<file path="config.mk">
export PLATFORM = sky130hd
export DESIGN_NAME = itrc_input_terminal_run_control
export DESIGN_NICKNAME = d
export VERILOG_FILES = /design/src/hdl/itrc_pkg.sv /design/src/hdl/itrc_input_terminal_run_control.sv
export SDC_FILE = /design/constraint.sdc
export NUM_CORES = 1
export LEC_CHECK = 0
export BUFFER_PORTS_ARGS = -buffer_cell sky130_fd_sc_hd__buf_2
export CAP_MARGIN = 20
export CELL_PAD_IN_SITES_DETAIL_PLACEMENT = 1
export CELL_PAD_IN_SITES_GLOBAL_PLACEMENT = 1
export CORE_MARGIN = 8
export CORE_UTILIZATION = 35
export DETAILED_ROUTE_END_ITERATION = 10
export PLACE_DENSITY = 0.66
export SLEW_MARGIN = 0
export SYNTH_ARGS = -nofsm -noshare
export SYNTH_HDL_FRONTEND = slang
export SYNTH_SLANG_ARGS = --single-unit
</file>
<file path="constraint.sdc">
create_clock -name clk -period 6.6 [get_ports clk]
set_clock_uncertainty 0.15 [all_clocks]
set_input_delay 1.65 -clock clk [delete_from_list [all_inputs] [get_ports clk]]
set_output_delay 1.65 -clock clk [all_outputs]
set_load 0.005 [all_outputs]
</file>
<file path="src/hdl/itrc_pkg.sv">
// constants, register map and types of the input terminal run control block
package itrc_pkg;
  // register byte offsets
  localparam logic [7:0] ADDR_FILTER    = 8'h00;
  localparam logic [7:0] ADDR_QUALIFY   = 8'h04;
  localparam logic [7:0] ADDR_POLARITY  = 8'h08;
  localparam logic [7:0] ADDR_RUNMODE   = 8'h0C;
  localparam logic [7:0] ADDR_CONFIG    = 8'h10;
  localparam logic [7:0] ADDR_FUNC_BASE = 8'h20;
  localparam logic [7:0] ADDR_LEVELS    = 8'h40;
  localparam logic [7:0] ADDR_COUNT     = 8'h44;
  localparam logic [7:0] ADDR_TIMER     = 8'h48;
  localparam logic [7:0] ADDR_STATUS    = 8'h4C;

  // reset values
  localparam logic [3:0] RST_FILTER   = 4'h5;
  localparam logic       RST_QUALIFY  = 1'b0;
  localparam logic [6:0] RST_POLARITY = 7'h00;
  localparam logic [4:0] RST_CONFIG   = 5'h00;
  localparam logic [6:0] RST_FUNC     = 7'h00;

  // filter count limits
  localparam logic [3:0] FILTER_MIN = 4'h1;
  localparam logic [3:0] FILTER_MAX = 4'hA;

  // config register bit positions
  localparam int CFG_SRC_LOOP    = 0;
  localparam int CFG_LOOP_MANUAL = 1;
  localparam int CFG_OSC_MANUAL  = 2;
  localparam int CFG_SEQ_MANUAL  = 3;
  localparam int CFG_CTRL_TERM   = 4;
  localparam int CFG_COUNT_DOWN  = 5;

  // terminal function codes
  localparam logic [6:0] FN_FWD       = 7'h01;
  localparam logic [6:0] FN_REV       = 7'h02;
  localparam logic [6:0] FN_STOP_EN   = 7'h03;
  localparam logic [6:0] FN_LOOP_RUN  = 7'h21;
  localparam logic [6:0] FN_LOOP_HOLD = 7'h22;
  localparam logic [6:0] FN_OSC_CTRL  = 7'h23;
  localparam logic [6:0] FN_OSC_HOLD  = 7'h24;
  localparam logic [6:0] FN_OSC_RST   = 7'h25;
  localparam logic [6:0] FN_SEQ_EN    = 7'h26;
  localparam logic [6:0] FN_SEQ_HOLD  = 7'h27;
  localparam logic [6:0] FN_SEQ_RST   = 7'h28;
  localparam logic [6:0] FN_CNT_CLR   = 7'h29;
  localparam logic [6:0] FN_CNT_TRIG  = 7'h2A;
  localparam logic [6:0] FN_TMR_TRIG  = 7'h2B;
  localparam logic [6:0] FN_TMR_CLR   = 7'h2C;
  localparam logic [6:0] FN_PULSE_REF = 7'h2D;
  localparam logic [6:0] FN_LEN_PULSE = 7'h2F;
  localparam logic [6:0] FN_TORQUE    = 7'h30;
  localparam logic [6:0] FN_TRQ_BLOCK = 7'h31;
  localparam logic [6:0] FN_LOCK_ONE  = 7'h3C;
  localparam logic [6:0] FN_LOCK_TWO  = 7'h3D;
  localparam logic [6:0] FN_LOCK_THR  = 7'h3E;
  localparam logic [6:0] FN_SRC_B     = 7'h40;

  // only the sixth terminal takes the fast pulse functions
  localparam int FAST_TERM = 5;

  // timing
  localparam longint CLK_HZ      = 40000000;
  localparam longint SAMPLE_US   = 200;
  localparam int     SAMPLE_CYC  = int'((CLK_HZ * SAMPLE_US) / 1000000);
  localparam logic [3:0] SETTLE_TICKS = 4'hB;
  localparam logic [15:0] COUNT_INIT  = 16'h0000;

  typedef enum logic [1:0] {
    MODE_2W_IND  = 2'b00,
    MODE_2W_DIR  = 2'b01,
    MODE_3W_TRIG = 2'b10,
    MODE_3W_DIR  = 2'b11
  } itrc_run_mode_t;
endpackage

</file>
<file path="src/hdl/itrc_input_terminal_run_control.sv">
// input terminal conditioning, function decoding and run control with apb registers
//
// Added by the designer: register access over APB and the register offsets.
`timescale 1ns/10ps
//
// Overview of operation
// - loop-control input, loop frequency source and manual loop mode enter loop running.
// - loop-pause input freezes loop adjustment and holds frequency; release resumes.
// - manual oscillation mode oscillates only while its input is active.
// - oscillation-pause input holds the present frequency until release.
// - oscillation-reset clears oscillation state; release restarts with preset first.
// - manual sequencer mode runs sequencer only with enable input, else zero frequency.
// - sequencer pause gives zero frequency, stops step timing, release speed-tracks.
// - sequencer reset while stopped clears step, time and frequency; restart after release.
// - count-clear input resets the event counter to its initial value.
// - each count-trigger pulse counts up or down; source stays below 200 Hz.
// - timer runs from its trigger input and is reset by timer-clear.
// - pulse reference and length pulse act only on the sixth terminal.
// - with terminal switching, switch input selects torque; prohibit input disables torque.
// - interlocks one, two, three drive collector out one, two and relay one.
// - source switch moves reference to B when running, selects B and starts when stopped.
// - input filter count one to ten, default five.
// - qualify zero blocks a run terminal closed at power-up until reopened.
// - seven polarity bits invert the active level of each terminal.
// - two-wire mode zero: forward and reverse each run their own direction.
// - two-wire mode one: forward is run/stop, reverse selects direction.
// - three-wire mode two: triggers need stop-enable; opening it stops.
// - three-wire mode three: run trigger starts forward, direction trigger then reverses.
module itrc_input_terminal_run_control
  import itrc_pkg::*;
#(
  parameter int unsigned SAMPLE_CYCLES = SAMPLE_CYC,
  parameter int unsigned NUM_TERMS     = 7
) (
  // clock and reset
  input  wire logic                 clk,
  input  wire logic                 rst_n,
  // apb slave
  input  wire logic                 psel,
  input  wire logic                 penable,
  input  wire logic                 pwrite,
  input  wire logic [7:0]           paddr,
  input  wire logic [31:0]          pwdata,
  output logic      [31:0]          prdata,
  output logic                      pready,
  output logic                      pslverr,
  // terminals, high while closed to common_return
  input  wire logic [NUM_TERMS-1:0] term_in,
  // run command
  output logic                      run_cmd,
  output logic                      run_reverse,
  output logic                      src_b_select,
  // process loop and oscillation
  output logic                      loop_run,
  output logic                      loop_hold,
  output logic                      osc_enable,
  output logic                      osc_hold,
  output logic                      osc_reset,
  output logic                      osc_restart,
  // step sequencer
  output logic                      seq_enable,
  output logic                      seq_zero_freq,
  output logic                      seq_timing_hold,
  output logic                      seq_speed_track,
  output logic                      seq_reset,
  output logic                      seq_restart,
  // fast pulse, control mode and interlocks
  output logic                      pulse_ref_level,
  output logic                      length_pulse,
  output logic                      torque_mode,
  output logic                      open_collector_out_one,
  output logic                      open_collector_out_two,
  output logic                      relay_out_one
);

  localparam int DIV_W = $clog2(SAMPLE_CYCLES + 1);
  localparam logic [DIV_W-1:0] DIV_LAST = DIV_W'(SAMPLE_CYCLES - 1);

  // registers
  logic [3:0]     filter_reg;
  logic           qualify_reg;
  logic [6:0]     polarity_reg;
  itrc_run_mode_t mode_reg;
  logic [5:0]     config_reg;
  logic [6:0]     func_reg [NUM_TERMS];
  logic [15:0]    count_reg;
  logic [15:0]    timer_reg;

  // apb decode
  wire       wr_en    = psel & penable & pwrite;
  wire       setup    = psel & ~penable;
  wire [7:0] func_off = paddr - ADDR_FUNC_BASE;
  wire       func_hit = (paddr >= ADDR_FUNC_BASE) && (func_off[7:2] < 6'(NUM_TERMS)) && (paddr[1:0] == 2'b00);
  wire [2:0] func_idx = func_off[4:2];
  wire       hit      = func_hit || (paddr inside {ADDR_FILTER, ADDR_QUALIFY, ADDR_POLARITY, ADDR_RUNMODE,
                                     ADDR_CONFIG, ADDR_LEVELS, ADDR_COUNT, ADDR_TIMER, ADDR_STATUS});
  wire [3:0] wr_filter = (pwdata[3:0] < FILTER_MIN) ? FILTER_MIN :
                         (pwdata[3:0] > FILTER_MAX || pwdata[7:4] != 4'h0) ? FILTER_MAX : pwdata[3:0];

  // sample divider and synchroniser
  logic [DIV_W-1:0]     div_reg;
  logic [NUM_TERMS-1:0] sync1_reg;
  logic [NUM_TERMS-1:0] sync2_reg;
  logic [NUM_TERMS-1:0] filt_level;
  logic [NUM_TERMS-1:0] filt_d_reg;
  logic [3:0]           settle_reg;
  wire                  tick = (div_reg == DIV_LAST);
  wire [NUM_TERMS-1:0]  cond = sync2_reg ^ polarity_reg[NUM_TERMS-1:0];
  wire [NUM_TERMS-1:0]  rise = filt_level & ~filt_d_reg;
  wire [NUM_TERMS-1:0]  fall = ~filt_level & filt_d_reg;
  wire                  settled = (settle_reg == SETTLE_TICKS);

  always_ff @(posedge clk or negedge rst_n) begin
    if (!rst_n) begin
      div_reg    <= '0;
      sync1_reg  <= '0;
      sync2_reg  <= '0;
      filt_d_reg <= '0;
      settle_reg <= 4'h0;
    end else begin
      div_reg    <= tick ? '0 : div_reg + DIV_W'(1);
      sync1_reg  <= term_in;
      sync2_reg  <= sync1_reg;
      filt_d_reg <= filt_level;
      if (tick && !settled) begin
        settle_reg <= settle_reg + 4'h1;
      end
    end
  end

  // a level must hold for filter_reg samples before it is taken
  for (genvar i = 0; i < NUM_TERMS; i++) begin : g_filt
    logic [3:0] cnt_reg;
    logic       lvl_reg;
    assign filt_level[i] = lvl_reg;
    always_ff @(posedge clk or negedge rst_n) begin
      if (!rst_n) begin
        cnt_reg <= 4'h0;
        lvl_reg <= 1'b0;
      end else if (tick) begin
        if (cond[i] == lvl_reg) begin
          cnt_reg <= 4'h0;
        end else if (cnt_reg + 4'h1 >= filter_reg) begin
          lvl_reg <= cond[i];
          cnt_reg <= 4'h0;
        end else begin
          cnt_reg <= cnt_reg + 4'h1;
        end
      end
    end
  end

  // any terminal assigned to a function may drive it
  function automatic logic fn_hit(input logic [6:0] code, input logic [NUM_TERMS-1:0] vec);
    logic hit_v;
    hit_v = 1'b0;
    for (int k = 0; k < NUM_TERMS; k++) begin
      hit_v = hit_v | ((func_reg[k] == code) & vec[k]);
    end
    return hit_v;
  endfunction

  wire f_fwd     = fn_hit(FN_FWD, filt_level);
  wire f_rev     = fn_hit(FN_REV, filt_level);
  wire f_stop    = fn_hit(FN_STOP_EN, filt_level);
  wire r_fwd     = fn_hit(FN_FWD, rise);
  wire r_rev     = fn_hit(FN_REV, rise);
  wire f_srcb    = fn_hit(FN_SRC_B, filt_level);
  wire r_srcb    = fn_hit(FN_SRC_B, rise);
  wire f_cnt_clr = fn_hit(FN_CNT_CLR, filt_level);
  wire r_cnt     = fn_hit(FN_CNT_TRIG, rise);
  wire f_lock1   = fn_hit(FN_LOCK_ONE, filt_level);
  wire f_seq_en  = fn_hit(FN_SEQ_EN, filt_level);
  wire f_seq_hld = fn_hit(FN_SEQ_HOLD, filt_level);
  wire count_dn  = config_reg[CFG_COUNT_DOWN];

  // run control
  logic run_reg;
  logic rev_reg;
  logic block_reg;
  logic src_run_reg;
  logic run_next;
  logic rev_next;

  always_comb begin
    run_next = run_reg;
    rev_next = rev_reg;
    unique case (mode_reg)
      MODE_2W_IND: begin
        run_next = f_fwd ^ f_rev;
        rev_next = f_rev & ~f_fwd;
      end
      MODE_2W_DIR: begin
        run_next = f_fwd;
        rev_next = f_rev;
      end
      MODE_3W_TRIG: begin
        if (!f_stop) begin
          run_next = 1'b0;
        end else if (r_fwd) begin
          run_next = 1'b1;
          rev_next = 1'b0;
        end else if (r_rev) begin
          run_next = 1'b1;
          rev_next = 1'b1;
        end
      end
      MODE_3W_DIR: begin
        if (!f_stop) begin
          run_next = 1'b0;
        end else if (!run_reg && r_fwd) begin
          run_next = 1'b1;
          rev_next = 1'b0;
        end else if (run_reg && r_rev) begin
          rev_next = ~rev_reg;
        end
      end
    endcase
    if (block_reg) begin
      run_next = 1'b0;
    end
  end

  // with qualify zero the block lifts only after the filters have settled, so a closed terminal is seen as closed
  wire block_next = block_reg & ~(qualify_reg | (settled & ~f_fwd & ~f_rev));
  wire running    = run_reg | src_run_reg;

  always_ff @(posedge clk or negedge rst_n) begin
    if (!rst_n) begin
      run_reg     <= 1'b0;
      rev_reg     <= 1'b0;
      block_reg   <= 1'b1;
      src_run_reg <= 1'b0;
    end else begin
      run_reg     <= run_next;
      rev_reg     <= rev_next;
      block_reg   <= block_next;
      src_run_reg <= f_srcb & (src_run_reg | (r_srcb & ~running));
    end
  end

  // registered function outputs
  always_ff @(posedge clk or negedge rst_n) begin
    if (!rst_n) begin
      {run_cmd, run_reverse, src_b_select, loop_run, loop_hold, osc_enable, osc_hold} <= '0;
      {osc_reset, osc_restart, seq_enable, seq_zero_freq, seq_timing_hold} <= '0;
      {seq_speed_track, seq_reset, seq_restart, pulse_ref_level, length_pulse, torque_mode} <= '0;
      {open_collector_out_one, open_collector_out_two, relay_out_one} <= '0;
    end else begin
      run_cmd         <= running;
      run_reverse     <= rev_reg & run_reg;
      src_b_select    <= f_srcb;
      loop_run        <= fn_hit(FN_LOOP_RUN, filt_level) & config_reg[CFG_SRC_LOOP]
                         & config_reg[CFG_LOOP_MANUAL];
      loop_hold       <= fn_hit(FN_LOOP_HOLD, filt_level);
      osc_enable      <= ~config_reg[CFG_OSC_MANUAL] | fn_hit(FN_OSC_CTRL, filt_level);
      osc_hold        <= fn_hit(FN_OSC_HOLD, filt_level);
      osc_reset       <= fn_hit(FN_OSC_RST, filt_level);
      osc_restart     <= fn_hit(FN_OSC_RST, fall);
      seq_enable      <= running & (~config_reg[CFG_SEQ_MANUAL] | f_seq_en) & ~f_seq_hld;
      seq_zero_freq   <= running & ((config_reg[CFG_SEQ_MANUAL] & ~f_seq_en) | f_seq_hld);
      seq_timing_hold <= f_seq_hld;
      seq_speed_track <= fn_hit(FN_SEQ_HOLD, fall) & running;
      seq_reset       <= fn_hit(FN_SEQ_RST, filt_level) & ~running;
      seq_restart     <= fn_hit(FN_SEQ_RST, fall) & ~running;
      pulse_ref_level <= (func_reg[FAST_TERM] == FN_PULSE_REF) & filt_level[FAST_TERM];
      length_pulse    <= (func_reg[FAST_TERM] == FN_LEN_PULSE) & rise[FAST_TERM];
      torque_mode     <= config_reg[CFG_CTRL_TERM] & fn_hit(FN_TORQUE, filt_level)
                         & ~fn_hit(FN_TRQ_BLOCK, filt_level);
      open_collector_out_one <= f_lock1;
      open_collector_out_two <= fn_hit(FN_LOCK_TWO, filt_level);
      relay_out_one          <= fn_hit(FN_LOCK_THR, filt_level);
    end
  end

  // counter and timer; clear wins over a step in the same cycle
  always_ff @(posedge clk or negedge rst_n) begin
    if (!rst_n) begin
      count_reg <= COUNT_INIT;
      timer_reg <= 16'h0000;
    end else begin
      if (f_cnt_clr) begin
        count_reg <= COUNT_INIT;
      end else if (r_cnt) begin
        count_reg <= count_dn ? count_reg - 16'h0001 : count_reg + 16'h0001;
      end
      if (fn_hit(FN_TMR_CLR, filt_level)) begin
        timer_reg <= 16'h0000;
      end else if (tick && fn_hit(FN_TMR_TRIG, filt_level)) begin
        timer_reg <= timer_reg + 16'h0001;
      end
    end
  end

  // register writes
  always_ff @(posedge clk or negedge rst_n) begin
    if (!rst_n) begin
      filter_reg   <= RST_FILTER;
      qualify_reg  <= RST_QUALIFY;
      polarity_reg <= RST_POLARITY;
      mode_reg     <= MODE_2W_IND;
      config_reg   <= {1'b0, RST_CONFIG};
      for (int k = 0; k < NUM_TERMS; k++) begin
        func_reg[k] <= RST_FUNC;
      end
    end else if (wr_en) begin
      if (paddr == ADDR_FILTER) filter_reg <= wr_filter;
      if (paddr == ADDR_QUALIFY) qualify_reg <= pwdata[0];
      if (paddr == ADDR_POLARITY) polarity_reg <= pwdata[6:0];
      if (paddr == ADDR_RUNMODE) mode_reg <= itrc_run_mode_t'(pwdata[1:0]);
      if (paddr == ADDR_CONFIG) config_reg <= pwdata[5:0];
      if (func_hit) func_reg[func_idx] <= pwdata[6:0];
    end
  end

  // read data is caught in the setup cycle so the access phase needs no wait state
  wire [31:0] status_word = {24'h0, torque_mode, src_b_select, block_reg, src_run_reg,
                             rev_reg, run_reg, run_reverse, run_cmd};
  wire [31:0] rd_mux =
      func_hit                  ? {25'h0, func_reg[func_idx]} :
      (paddr == ADDR_FILTER)    ? {28'h0, filter_reg} :
      (paddr == ADDR_QUALIFY)   ? {31'h0, qualify_reg} :
      (paddr == ADDR_POLARITY)  ? {25'h0, polarity_reg} :
      (paddr == ADDR_RUNMODE)   ? {30'h0, mode_reg} :
      (paddr == ADDR_CONFIG)    ? {26'h0, config_reg} :
      (paddr == ADDR_LEVELS)    ? {{(32 - NUM_TERMS){1'b0}}, filt_level} :
      (paddr == ADDR_COUNT)     ? {16'h0, count_reg} :
      (paddr == ADDR_TIMER)     ? {16'h0, timer_reg} :
      (paddr == ADDR_STATUS)    ? status_word : 32'h0000_0000;

  always_ff @(posedge clk or negedge rst_n) begin
    if (!rst_n) begin
      prdata <= 32'h0000_0000;
    end else if (setup && !pwrite) begin
      prdata <= rd_mux;
    end
  end

  assign pready  = 1'b1;
  assign pslverr = psel & penable & ~hit;
endmodule

</file>
* Yosys cells after proc, flatten, opt, wreduce, memory -nomap -nowiden
Index checks and enable logic that the tools add are counted.
W data, S select, Z words.
** Operators by class
- $add $sub $neg :: 13
- $mul :: 0
- Div/mod/pow operators :: 0
- Order comparisons :: 13
- Equality and inequality tests :: 175
- Shift operators :: 0
- Muxes and demuxes :: 51
- Bitwise logic cells :: 407
- Reductions and logical operators :: 35
** Operators with widths (count)
- $eq A7 B6 Y1 const B :: 121
- $mux W16 :: 14
- $and A1 B1 Y1 :: 213
- $or A1 B1 Y1 :: 168
- $eq A7 B2 Y1 const B :: 14
- $mux W4 :: 16
- $bwmux W49 :: 1
- $eq A7 B1 Y1 const B :: 7
- $eq A7 B7 Y1 const B :: 7
- $add A16 B1 Y16 const B :: 2
- $add A4 B1 Y4 const B :: 8
- $eq A8 B7 Y1 const B :: 4
- $ge A4 B4 Y1 :: 7
- $bmux W7 S3 :: 1
- $demux W7 S3 :: 1
- $mux W7 :: 3
- $reduce_and A3 Y1 :: 7
- $not A1 Y1 :: 19
- $eq A8 B4 Y1 const B :: 2
- $sub A16 B1 Y16 const B :: 1
- $and A7 B7 Y7 :: 2
- $not A7 Y7 :: 2
- $reduce_and A2 Y1 :: 7
- $add A13 B1 Y13 const B :: 1
- other kinds (33) :: 66
** Word-level totals
- Flip-flop bits (word level) :: 231
- Bits in latches :: 0
- Memory bits (writable) :: 0
- Memory bits (read-only) :: 0
- Input port bits :: 52
- Output and inout port bits :: 55
- Logic and storage cells :: 753
- Memories :: 0

* Longest topological paths before layout
Gate-level depths: netlist (run 1).
- Word-level depth :: 14
- Depth in mapped cells :: 10
- Mapped depth without buffers :: 9

* Worst setup path before layout (run 1)
OpenSTA, ideal clock, no wires.
- Path kind :: input port to output port
- Start point :: in paddr[2]
- End point :: out pslverr
- Arrival time :: 2.905 ns
- Data required time :: 4.800 ns
- Setup slack :: 1.895 ns
- Stages :: 6
- Buffers on the path :: 3
- Cell sequence :: buf_2 > buf_2 > buf_2 > a31o_2 > nand2_1 > nor3_1
** Between the ends
- Word-level cells in the longest chain between the ends :: 7
- Elaborated cells between the ends (all ways) :: 18
- Those cells by class :: add/sub (1); order compare (2); eq/ne (8); bitwise (2); reduce/logical (5)
** RTL lines
- start, declared :: line itrc_input_terminal_run_control.sv:42 : input wire logic [7:0] paddr,
- $sub A8 B6 Y8 :: line itrc_input_terminal_run_control.sv:92 : wire [7:0] func_off = paddr - ADDR_FUNC_BASE;
- $lt A6 B3 Y1 :: line itrc_input_terminal_run_control.sv:93 : wire func_hit = (paddr >= ADDR_FUNC_BASE) && (func_off[7:2] < 6'(NUM_TERMS)) && (paddr[1:0] == 2'b00);
- $logic_and A1 B1 Y1 (2 in series) :: line itrc_input_terminal_run_control.sv:93
- $logic_or A1 B1 Y1 (*) :: line itrc_input_terminal_run_control.sv:95 : wire hit = func_hit || (paddr inside {ADDR_FILTER, ADDR_QUALIFY, ADDR_POLARITY, ADDR_RUNMODE,
- $not A1 Y1 (*) :: line itrc_input_terminal_run_control.sv:340 : assign pslverr = psel & penable & ~hit;
- $and A1 B1 Y1 (*) :: line itrc_input_terminal_run_control.sv:340
- end, declared :: line itrc_input_terminal_run_control.sv:46 : output logic pslverr,
Mark *: on every way between the ends. The rest lies on a longest branch, timed or not.

* Worst setup path in the final report (run 1)
- Start point :: in paddr[3]
- End point :: out pslverr
The elaborated chain is that of the path after synthesis.

==> summary.md, run 1 <==
| Metric | Value |
|---|---|
| Relative max-transition margin | `26.88%` |
| Fill cell total of the finished layout | `4,153` |
| Slew at the pin with the worst max-slew slack | `1.097 ns` |
| LEAKAGE | `6.522 nW` |
| Fraction of layout cells with a size suffix above 1 | `16.61%` |
| Min-delay src | `sync1_reg[5]$_DFF_PN0_` |
| Non-filler cells, final | `1,854` |
| Setup Slack @ Placement | `1.456 ns` |
| Most common cell after layout, fill and taps aside | `dfrtp_1` |
| Gate count after technology mapping | `1,330` |
| CTS tree | `yes` |
| Row Count | `70` |
| Final number of setup-violating endpoints | `0` |
| Flip-flop and latch count after synthesis | `215` |
| Crit Path Max Fanout | `36` |
| # placed instances | `1,803` |
| Worst setup SP type | `primary input` |
| Syn Area/Cell | `9.768 µm²` |
| Max rail drop VDD | `0.0001784 V` |
| Number of enable-type register cells in the synthesized netlist | `0` |
| Wire length per cell | `24.35 µm` |
| IO Port Bufs | `65` |
| Most common flop cell mapped by yosys | `dfrtp_1` |
| Buf+Inv Stages, Crit Path | `3` |
| Number of vias in the routed layout | `11,110` |
| Combinational family with the most area after synthesis | `simple AND/OR/NAND/NOR gates` |
| Power per cell area | `206.4 mW/mm²` |
| Highest achievable clock rate | `193.1 MHz` |
| Overall track demand over capacity in global routing | `20.56%` |
| HP Class | `register to register` |
| Synth cell types | `80` |
| Effective utilization at floorplan | `35.49%` |
| Basic-gate share of the synthesized area counting and, or, nand and nor cells | `21.01%` |
| Maximum clock path buffer count | `3` |
| Total non-filler cell area in the finished layout | `0.01456 mm²` |
| Total clock buffers created by CTS | `26` |
| Synthesis warning total | `0` |
| Hold buffer count at CTS | `0` |
| Setup fix buffers added after clock tree synthesis | `0` |
| Io pins | `107` |
| Cell class contributing the biggest share of worst-path delay | `buffers and inverters` |
| Share of synthesized area spent on multiplexers | `9.862%` |
| # clock sinks | `215` |
| Slack of the worst reg-to-reg path | `2.82 ns` |
| Final-report max-slew violation count | `0` |
| Unrepaired setup endpoints after global routing | `false` |
| Compound-gate portion of the synthesized area | `14.10%` |
| Share of async-settable or async-resettable flops after synthesis | `100.0%` |
| Slowest cell delay on critical path | `0.64 ns` |
| Final sum of negative setup slack | `0 ns` |
| Core area | `0.03661 mm²` |
| RR Endpoint | `timer_reg[11]$_DFFE_PN0P_` |
| Result of the run | `finished clean` |
| Critical path data required time | `4.80 ns` |
| Total Power | `3.004 mW` |
| Number of hold-slack violations in the final timing report | `0` |
| Initial antenna violation count | `1` |
| Clock slew at reported path FFs | `0.06 ns` |
| Weighted congestion reported at the end of routability-driven placement | `0.9247` |
| Vertical die dimension | `208.7 µm` |
| Placed wire-length estimate after detailed placement | `33,830 µm` |
| CTS-repair resized insts | `0` |
| Remaining routing DRC violations | `0` |
| Routed wire length | `45,140 µm` |
| Cell at the slowest stage of the critical path | `buf_2` |
| Post-DP Area | `0.01365 mm²` |
| Worst flop-to-flop path startpoint | `g_filt[6].lvl_reg$_DFFE_PN0P_` |
| Die area | `0.04354 mm²` |
| Max reg flops | `49` |
| Combined area of all synthesized cells | `0.01299 mm²` |
| GR Overflow Total | `0` |
| H-tree lvl count | `1` |
| Worst R2R Path Depth | `8` |
| Critical path data arrival time | `3.38 ns` |
| Max-cap violation count | `0` |
| Via density per instance | `5.990` |
| Worst setup path startpoint | `paddr[3]` |
| Iteration-0 DRC Markers | `871` |
| Clock latency on the worst-skew pair | `0.56 ns` |
| Min-Delay Endpoint | `sync2_reg[5]$_DFF_PN0_` |
| # nets final | `1,472` |
| Post-route ant nets | `0` |
| Die extent in x | `208.7 µm` |
| Via count of the first global-routing pass | `11,700` |
| TritonRoute pass-1 iters | `5` |
| Post-Synth Adder-Cell Area | `5.355%` |
| Fraction of the core area covered by cells at the end of the flow | `39.76%` |
| Maximum number of pins on one net before global-route repair | `112` |
| Area added between synthesis and finish | `12.05%` |
| Buffer type at the clock tree root | `clkbuf_16` |
| Global-route wire length before repair | `70,290 µm` |
| Final worst-path cycle share | `78.47%` |
| Most used cells in the layout excluding fill and tap cells | `dfrtp_1, nor2_1, nand2_1` |
| Worst setup path category | `primary input to output port` |
| Cell chain of the critical path | `buf_2, nor2_1, nand2_1, nor3_1, buf_4, nor3_1, buf_2` |
| Xor and xnor area share after synthesis | `4.247%` |
| Final-layout worst hold slack | `0.1968 ns` |
| Setup ws final | `1.421 ns` |
| Number of cells on the worst hold path | `0` |
| Crit. End Element | `output port` |
| Final critical delay including setup and external delays | `5.179 ns` |
| Share of the yosys chip area belonging to registers | `41.44%` |
## layout make-up
class                      count  area [µm²]  area share, %
antenna                        1       2.502        0.01719
timing repair buffer          76       430.4          2.957
inverter                      28       105.1         0.7220
multi-input combinational   1018        7162          49.20
sequential                   215        5384          36.99
clock buffer                  38       745.7          5.123
tap                          468       585.6          4.023
clock inverter                10       141.4         0.9713
## how the worst max path moves through the flow
stage	endpoint	slack [ns]	depth (start not counted)
floorplan	pslverr	1.89	6
global placement	pslverr	1.49	7
detailed placement	pslverr	1.46	7
CTS	pslverr	1.45	7
global route	pslverr	1.26	7
finish	pslverr	1.42	7
## where the power goes
part | internal (mW) | total, mW | switching (mW)
clock network | 0.900 | 1.50 | 0.601
registers | 1.34 | 1.37 | 0.0292
logic | 0.0461 | 0.137 | 0.0906
total | 2.28 | 3.00 | 0.721
## metal layers
metal	up-vias	part of all wire (%)	global-route usage (%)
li1	4969	-	-
met1	5675	45	27.90
met2	368	45	32.72
met3	93	6.1	3.337
met4	0	3.7	7.655
met5	-	0	0
## worst register-to-register path: stages (launching register included)
cell	delay, ns
dfrtp_1	0.68
inv_1	0.20
nor3_1	0.66
nand3_1	0.21
o2111ai_2	0.89
o2111a_2	0.46
and3_1	0.19
xnor2_1	0.11
nor2_1	0.06
## synthesized netlist by cell type (15+ instances only)
master | n | area share (%)
a21o_1 | 22 | 1.3
a21oi_1 | 50 | 1.9
a22o_1 | 23 | 1.6
a31oi_1 | 16 | 0.77
and3_1 | 20 | 0.96
buf_4 | 18 | 1.0
clkbuf_1 | 50 | 1.4
dfrtp_1 | 212 | 41
ha_1 | 54 | 5.2
inv_1 | 27 | 0.78
mux2_2 | 70 | 6.1
mux2i_1 | 20 | 1.5
nand2_1 | 95 | 2.7
nand3_1 | 61 | 2.3
nand3b_1 | 18 | 1.0
nand4_1 | 19 | 0.91
nor2_1 | 133 | 3.8
nor2b_1 | 19 | 0.91
nor3_1 | 41 | 1.6
o21ai_0 | 42 | 1.6
o22ai_1 | 25 | 1.2
or3_1 | 15 | 0.72
xnor2_1 | 37 | 2.5
xor2_1 | 26 | 1.8
## logic make-up (layout without fill, tap and decap cells)
family,after synthesis,after routing
buf+inv,112,152
flops,215,215
fa+ha+maj,55,55
simple gates,517,517
xor+xnor,63,63
compound gates,263,263
mux,103,103
other cells,2,18
Power figures use the tool's default switching activity.
==> run 2, diff against run 1 <==
ABC_AREA = 1   (was default)
PLACE_DENSITY = 0.7   (was 0.66)
clock period = 4.95 ns   (was 6.6 ns; I/O delays follow)
==> summary.md, run 2 <==
| Metric | Value |
|---|---|
| Result of the run | `finished clean (unchanged)` |
| Weighted congestion reported at the end of routability-driven placement | `1.000 (was 0.9247)` |
| Die extent in x | `214.9 µm (was 208.7 µm)` |
| Most used cells in the layout excluding fill and tap cells | `nand2_1, inv_1, dfrtp_1 (was dfrtp_1, nor2_1, nand2_1)` |
| Buffer type at the clock tree root | `clkbuf_16 (unchanged)` |
| Maximum clock path buffer count | `3 (unchanged)` |
| Setup fix buffers added after clock tree synthesis | `0 (unchanged)` |
| Area added between synthesis and finish | `12.33% (was 12.05%)` |
| Total clock buffers created by CTS | `26 (unchanged)` |
| Gate count after technology mapping | `1,895 (was 1,330)` |
| Max rail drop VDD | `0.0002224 V (was 0.0001784 V)` |
| Critical path data required time | `3.56 ns (was 4.80 ns)` |
| Die area | `0.04619 mm² (was 0.04354 mm²)` |
| Remaining routing DRC violations | `0 (unchanged)` |
| Area taken by multi-input logic gates | `0.007179 mm² (was 0.007162 mm²)` |
| # nets final | `2,064 (was 1,472)` |
| Vertical die dimension | `214.9 µm (was 208.7 µm)` |
| Placed wire-length estimate after detailed placement | `41,980 µm (was 33,830 µm)` |
| Via count of the first global-routing pass | `13,950 (was 11,700)` |
| GR Overflow Total | `0 (unchanged)` |
| Worst setup path category | `primary input to output port (unchanged)` |
| Slew at the pin with the worst max-slew slack | `1.064 ns (was 1.097 ns)` |
| TritonRoute pass-1 iters | `5 (unchanged)` |
| LEAKAGE | `7.396 nW (was 6.522 nW)` |
| Core area | `0.03937 mm² (was 0.03661 mm²)` |
| Crit. End Element | `output port (unchanged)` |
| Share of async-settable or async-resettable flops after synthesis | `100.0% (unchanged)` |
| Io pins | `107 (unchanged)` |
| Yosys top cell area share | `38.31% (was 40.84%)` |
| Most used standard cell by instance count after synthesis | `nand2_1 (was dfrtp_1)` |
| Critical path destination | `pslverr (unchanged)` |
| Max reg flops | `49 (unchanged)` |
| Final-report max-slew violation count | `0 (unchanged)` |
| Row Count | `73 (was 70)` |
| Final critical delay including setup and external delays | `3.939 ns` |
| Clock latency on the worst-skew pair | `0.56 ns (about the same)` |
| Most common cell after layout, fill and taps aside | `nand2_1 (was dfrtp_1)` |
| CTS tree | `yes (unchanged)` |
| Initial antenna violation count | `3 (was 1)` |
| Worst R2R Path Depth | `10 (was 8)` |
| Syn Area/Cell | `7.308 µm² (was 9.768 µm²)` |
| Number of hold-slack violations in the final timing report | `0 (unchanged)` |
| Max-cap violation count | `0 (unchanged)` |
| Flip-flop and latch count after synthesis | `215 (unchanged)` |
| Hold buffer count at CTS | `0 (unchanged)` |
| Final number of setup-violating endpoints | `0 (unchanged)` |
| Number of cells on the worst hold path | `0 (unchanged)` |
| # clock sinks | `215 (unchanged)` |
| Maximum number of pins on one net before global-route repair | `77 (was 112)` |
| Total Power | `4.047 mW (was 3.004 mW)` |
| Power per cell area | `260.1 mW/mm² (was 206.4 mW/mm²)` |
| Final sum of negative setup slack | `0 ns (unchanged)` |
| Clock slew at reported path FFs | `0.06 ns (about the same)` |
| Most frequent cells after synthesis | `nand2_1, inv_1, dfrtp_1 (was dfrtp_1, nor2_1, nand2_1)` |
| Overall track demand over capacity in global routing | `22.55% (was 20.56%)` |
| Wire length per cell | `21.19 µm (was 24.35 µm)` |
| Fill cell total of the finished layout | `4,935 (was 4,153)` |
| Effective utilization at floorplan | `35.18% (was 35.49%)` |
| Synth area leaders | `dfrtp_1, nand2_1, inv_1, nor2_1, nand3_1 (was dfrtp_1, mux2_2, ha_1, nor2_1, nand2_1)` |
| Number of vias in the routed layout | `13,520 (was 11,110)` |
| Crit Path Max Fanout | `11 (was 36)` |
| Synth cell types | `58 (was 80)` |
| Post-route ant nets | `0 (unchanged)` |
| Share of the yosys chip area belonging to registers | `38.88% (was 41.44%)` |
| Number of enable-type register cells in the synthesized netlist | `0 (unchanged)` |
| Critical path data arrival time | `2.55 ns (was 3.38 ns)` |
| Leading area contributor after synthesis | `dfrtp_1 (unchanged)` |
| Slack of the worst reg-to-reg path | `1.76 ns (was 2.82 ns)` |
| Final worst-path cycle share | `79.58%` |
| RR Endpoint | `timer_reg[4]$_DFFE_PN0P_ (was timer_reg[11]$_DFFE_PN0P_)` |
| H-tree lvl count | `1 (unchanged)` |
| Via density per instance | `5.403 (was 5.990)` |
| Combined area of all synthesized cells | `0.01385 mm² (was 0.01299 mm²)` |
| Worst flop-to-flop path startpoint | `div_reg[0]$_DFF_PN0_ (was g_filt[6].lvl_reg$_DFFE_PN0P_)` |
| Highest achievable clock rate | `253.9 MHz` |
| Global-route wire length before repair | `82,190 µm (was 70,290 µm)` |
| Relative max-transition margin | `28.52% (was 26.88%)` |
| IO Port Bufs | `65 (unchanged)` |
| CTS-repair resized insts | `0 (unchanged)` |
| Routed wire length | `53,040 µm (was 45,140 µm)` |
| Synthesis warning total | `0 (unchanged)` |
| HP Class | `register to register (unchanged)` |
| Area taken by flip-flops and latches | `0.005384 mm² (unchanged)` |
| Most common flop cell mapped by yosys | `dfrtp_1 (unchanged)` |
| Fraction of layout cells with a size suffix above 1 | `8.852% (was 16.61%)` |
| Worst setup SP type | `primary input (unchanged)` |
| Unrepaired setup endpoints after global routing | `false (unchanged)` |
| Worst setup path startpoint | `paddr[3] (unchanged)` |
| Iteration-0 DRC Markers | `909 (was 871)` |
## run 2: cell count changes in the layout (fill, tap and decap cells not counted), sizes merged, moves of 69 or more
cell	delta
inv	+238
o21ai	+97
nand3	+98
nor2	+85
mux2	-69
nand2	+354
## run 2: critical path, cell delays in order
cell,delay [ns]
buf_2,0.20
nor2_1,0.08
buf_4,0.18
inv_1,0.22
nor2_1,0.12
nand4_1,0.12
nand2_1,0.07
nor2_1,0.17
buf_2,0.15
## run 2: how the worst min path moves through the flow
stage | end | startpoint
5_1_grt | sync2_reg[0]$_DFF_PN0_ | sync1_reg[0]$_DFF_PN0_
3_3_place_gp | sync2_reg[0]$_DFF_PN0_ | sync1_reg[0]$_DFF_PN0_
6_report | sync2_reg[0]$_DFF_PN0_ | sync1_reg[0]$_DFF_PN0_
3_5_place_dp | sync2_reg[0]$_DFF_PN0_ | sync1_reg[0]$_DFF_PN0_
2_1_floorplan | sync2_reg[0]$_DFF_PN0_ | sync1_reg[0]$_DFF_PN0_
4_1_cts | sync2_reg[0]$_DFF_PN0_ | sync1_reg[0]$_DFF_PN0_
## run 2: layout make-up
type                    instances  share of cell area [%]
flip-flops and latches        215                   34.61
clock buffers                  31                   4.432
multi-input cells            1372                   46.15
diodes                          1                 0.01609
well taps                     525                   4.223
repair buffers                 75                   2.719
inverters                     267                   6.443
clock inverters                17                   1.408
## run 2: stage by stage
step                      setup slack [ns]  hold slack (ns)  cell area, µm²  instances  utilization [%]
after floorplan                      1.537           0.1812           13900       1910                -
after global placement               1.066           0.1873           14650       2454            37.20
after detailed placement             1.057           0.1871           14650       2454            37.20
after CTS                            1.049           0.2009           15550       2502            39.51
after global routing                0.9217           0.2054           15550       2502            39.51
final                                1.011           0.2002           15560       2503            39.52
## run 2: metal layers
| metal | GRT usage, % | vias up | routed length, µm |
|---|---|---|---|
| met4 | 7.633 | 4 | 1736 |
| met3 | 3.876 | 90 | 3344 |
| met1 | 31.88 | 6670 | 24960 |
| met2 | 34.44 | 385 | 22980 |
| met5 | 0 | - | 19 |
| li1 | - | 6375 | - |
## run 2: report_power, final
group	internal, mW	leakage (nW)	switching [mW]	total [mW]
Clock	1.21	0.427	0.817	2.03
Combinational	0.0538	4.05	0.156	0.210
Sequential	1.78	2.92	0.0291	1.81
## run 2: logic make-up after synthesis
| group | after synthesis | synth area share (%) |
|---|---|---|
| buffers and inverters | 323 | 9.722 |
| flip-flops | 215 | 38.88 |
| multiplexers | 4 | 0.2982 |
| AO/OA/AOI/OAI | 277 | 11.65 |
| other | 2 | 0.05423 |
| AND/OR/NAND/NOR | 963 | 30.84 |
| adder cells (fa/ha/maj) | 55 | 5.024 |
| XOR/XNOR | 56 | 3.542 |
==> run 3, diff against run 2 <==
ABC_AREA = 0   (was 1)
PLACE_DENSITY = 0.69   (was 0.7)
clock period = 3.37 ns   (was 4.95 ns; I/O delays follow)
==> summary.md, run 3 (same netlist as run 1, synthesis figures left out) <==
| Metric | Value |
|---|---|
| Clock latency on the worst-skew pair | `0.56 ns (about the same)` |
| Slew at the pin with the worst max-slew slack | `0.9799 ns (was 1.064 ns)` |
| Worst R2R Path Depth | `7 (was 10)` |
| Number of vias in the routed layout | `11,350 (was 13,520)` |
| Maximum clock path buffer count | `3 (unchanged)` |
| Critical path data arrival time | `3.41 ns (was 2.55 ns)` |
| Hold buffer count at CTS | `0 (unchanged)` |
| Worst setup SP type | `register (was primary input)` |
| Maximum number of pins on one net before global-route repair | `69 (was 77)` |
| IO Port Bufs | `65 (unchanged)` |
| Die area | `0.04354 mm² (was 0.04619 mm²)` |
| Max rail drop VDD | `0.0003479 V (was 0.0002224 V)` |
| Crit. End Element | `register (was output port)` |
| Worst setup path startpoint | `func_reg[46]$_DFFE_PN0P_ (was paddr[3])` |
| Post-route ant nets | `0 (unchanged)` |
| Remaining routing DRC violations | `0 (unchanged)` |
| Total Power | `5.935 mW (was 4.047 mW)` |
| Total non-filler cell area in the finished layout | `0.01505 mm² (was 0.01556 mm²)` |
| Buffer type at the clock tree root | `clkbuf_16 (unchanged)` |
| Iteration-0 DRC Markers | `842 (was 909)` |
| Highest-utilization routing layer at the global route stage | `met2 (unchanged)` |
| Global-route met3 utilization | `3.023% (was 3.876%)` |
| Clock slew at reported path FFs | `0.06 ns (about the same)` |
| Fill cell total of the finished layout | `4,181 (was 4,935)` |
| Ant. Diodes | `0 (was 1)` |
| HP Class | `primary input to asynchronous set/reset pin (was register to register)` |
| Fraction of layout cells with a size suffix above 1 | `20.17% (was 8.852%)` |
| Row Count | `70 (was 73)` |
| Vertical die dimension | `208.7 µm (was 214.9 µm)` |
| Overall track demand over capacity in global routing | `21.41% (was 22.55%)` |
| Wire length per cell | `24.61 µm (was 21.19 µm)` |
| Via density per instance | `5.941 (was 5.403)` |
| Met1 Use GR | `30.07% (was 31.88%)` |
| Area added between synthesis and finish | `15.87% (was 12.33%)` |
| Relative max-transition margin | `33.78% (was 28.52%)` |
| Placed wire-length estimate after detailed placement | `36,240 µm (was 41,980 µm)` |
| Io pins | `107 (unchanged)` |
| Global-route wire length before repair | `73,240 µm (was 82,190 µm)` |
| Highest achievable clock rate | `322.7 MHz` |
| Most common cell after layout, fill and taps aside | `dfrtp_1 (was nand2_1)` |
| Final sum of negative setup slack | `0 ns (unchanged)` |
| Setup fix buffers added after clock tree synthesis | `0 (unchanged)` |
| Die extent in x | `208.7 µm (was 214.9 µm)` |
| Non-filler cells, final | `1,911 (was 2,503)` |
| Final critical delay including setup and external delays | `3.099 ns` |
| Power per cell area | `394.3 mW/mm² (was 260.1 mW/mm²)` |
| Critical path data required time | `3.68 ns (was 3.56 ns)` |
| Crit Path Max Fanout | `8 (was 11)` |
| Total clock buffers created by CTS | `26 (unchanged)` |
| Final-report max-slew violation count | `0 (unchanged)` |
| Weighted congestion reported at the end of routability-driven placement | `0.9667 (was 1.000)` |
| Worst flop-to-flop path startpoint | `func_reg[46]$_DFFE_PN0P_ (was div_reg[0]$_DFF_PN0_)` |
| Most used cells in the layout excluding fill and tap cells | `dfrtp_1, nor2_1, nand2_1 (was nand2_1, inv_1, dfrtp_1)` |
| Worst setup path category | `register to register (was primary input to output port)` |
| Final worst-path cycle share | `91.96%` |
| Met2 global-route usage | `34.43% (was 34.44%)` |
| Post-DP Area | `0.01415 mm² (was 0.01465 mm²)` |
| # clock sinks | `215 (unchanged)` |
| Effective utilization at floorplan | `35.49% (was 35.18%)` |
| Routed wire length | `47,030 µm (was 53,040 µm)` |
| Number of hold-slack violations in the final timing report | `0 (unchanged)` |
| CTS-repair resized insts | `0 (unchanged)` |
| Final number of setup-violating endpoints | `0 (unchanged)` |
| LEAKAGE | `6.864 nW (was 7.396 nW)` |
| GR Overflow Total | `0 (unchanged)` |
| TritonRoute pass-1 iters | `5 (unchanged)` |
| Setup ws final | `0.2708 ns (was 1.011 ns)` |
| Initial antenna violation count | `1 (was 3)` |
| # nets final | `1,533 (was 2,064)` |
| CTS tree | `yes (unchanged)` |
| Setup Slack @ Placement | `0.1972 ns (was 1.057 ns)` |
| H-tree lvl count | `1 (unchanged)` |
| Critical path destination | `timer_reg[8]$_DFFE_PN0P_ (was pslverr)` |
| Core area | `0.03661 mm² (was 0.03937 mm²)` |
| Slack of the worst reg-to-reg path | `0.27 ns (was 1.76 ns)` |
| Result of the run | `finished clean (unchanged)` |
| Via count of the first global-routing pass | `11,790 (was 13,950)` |
| Max reg flops | `49 (unchanged)` |
| Max-cap violation count | `0 (unchanged)` |
| # placed instances | `1,866 (was 2,454)` |
| Unrepaired setup endpoints after global routing | `false (unchanged)` |
| RR Endpoint | `timer_reg[8]$_DFFE_PN0P_ (was timer_reg[4]$_DFFE_PN0P_)` |
[run 3: changes by cell type in the layout (fill, tap and decap cells not counted), sizes merged, moves of 21 or more]
cell   before  now
mux2        1   70
buf        75  137
a21o        1   22
o21ai     139   42
nand2     449   95
inv       266   29
nor2      218  133
nand3     159   61
xnor2      11   37
a22o        1   23
nand4      64   20
[run 3: worst min path at each step]
stage,to,depth (start not counted)
finish,length_pulse$_DFF_PN0_,1
global route,seq_reset$_DFF_PN0_,1
CTS,osc_restart$_DFF_PN0_,1
detailed placement,sync2_reg[2]$_DFF_PN0_,0
global placement,sync2_reg[2]$_DFF_PN0_,0
floorplan,sync2_reg[0]$_DFF_PN0_,0
[run 3: stage by stage]
| step | hold WS [ns] | utilization (%) |
|---|---|---|
| finish | 0.06523 | 41.12 |
| global route | 0.1002 | 41.12 |
| CTS | 0.06980 | 41.10 |
| detailed placement | 0.1864 | 38.65 |
| global placement | 0.1858 | 38.65 |
| floorplan | 0.1812 | - |
[run 3: critical path: stages (launching register included)]
cell and delay (ns):
dfrtp_1 0.47, nor4bb_1 0.87, nand4_1 0.21, and4_1 0.28, o2111ai_2 0.24, o2111ai_4 0.24
or3_1 0.39, a21oi_1 0.16
[run 3: metal layers]
layer / wire, µm / up-vias
met1: 21770 / 5826
met2: 21610 / 391
li1: - / 5068
met4: 985 / 0
met5: 0 / -
met3: 2669 / 68
[run 3: power breakdown]
group | switching (mW) | internal [mW] | total (mW)
clock | 1.15 | 1.82 | 2.97
sequential | 0.0473 | 2.62 | 2.67
combinational | 0.197 | 0.107 | 0.305
total | 1.39 | 4.54 | 5.94
[run 3: layout make-up]
type | instances | area, µm² | area share [%]
Inverter | 28 | 105.1 | 0.6982
Tap cell | 468 | 585.6 | 3.890
Clock buffer | 38 | 777.0 | 5.162
Multi-Input combinational cell | 1018 | 7168 | 47.62
Clock inverter | 7 | 120.1 | 0.7979
Timing Repair Buffer | 137 | 913.4 | 6.068
Sequential cell | 215 | 5384 | 35.77
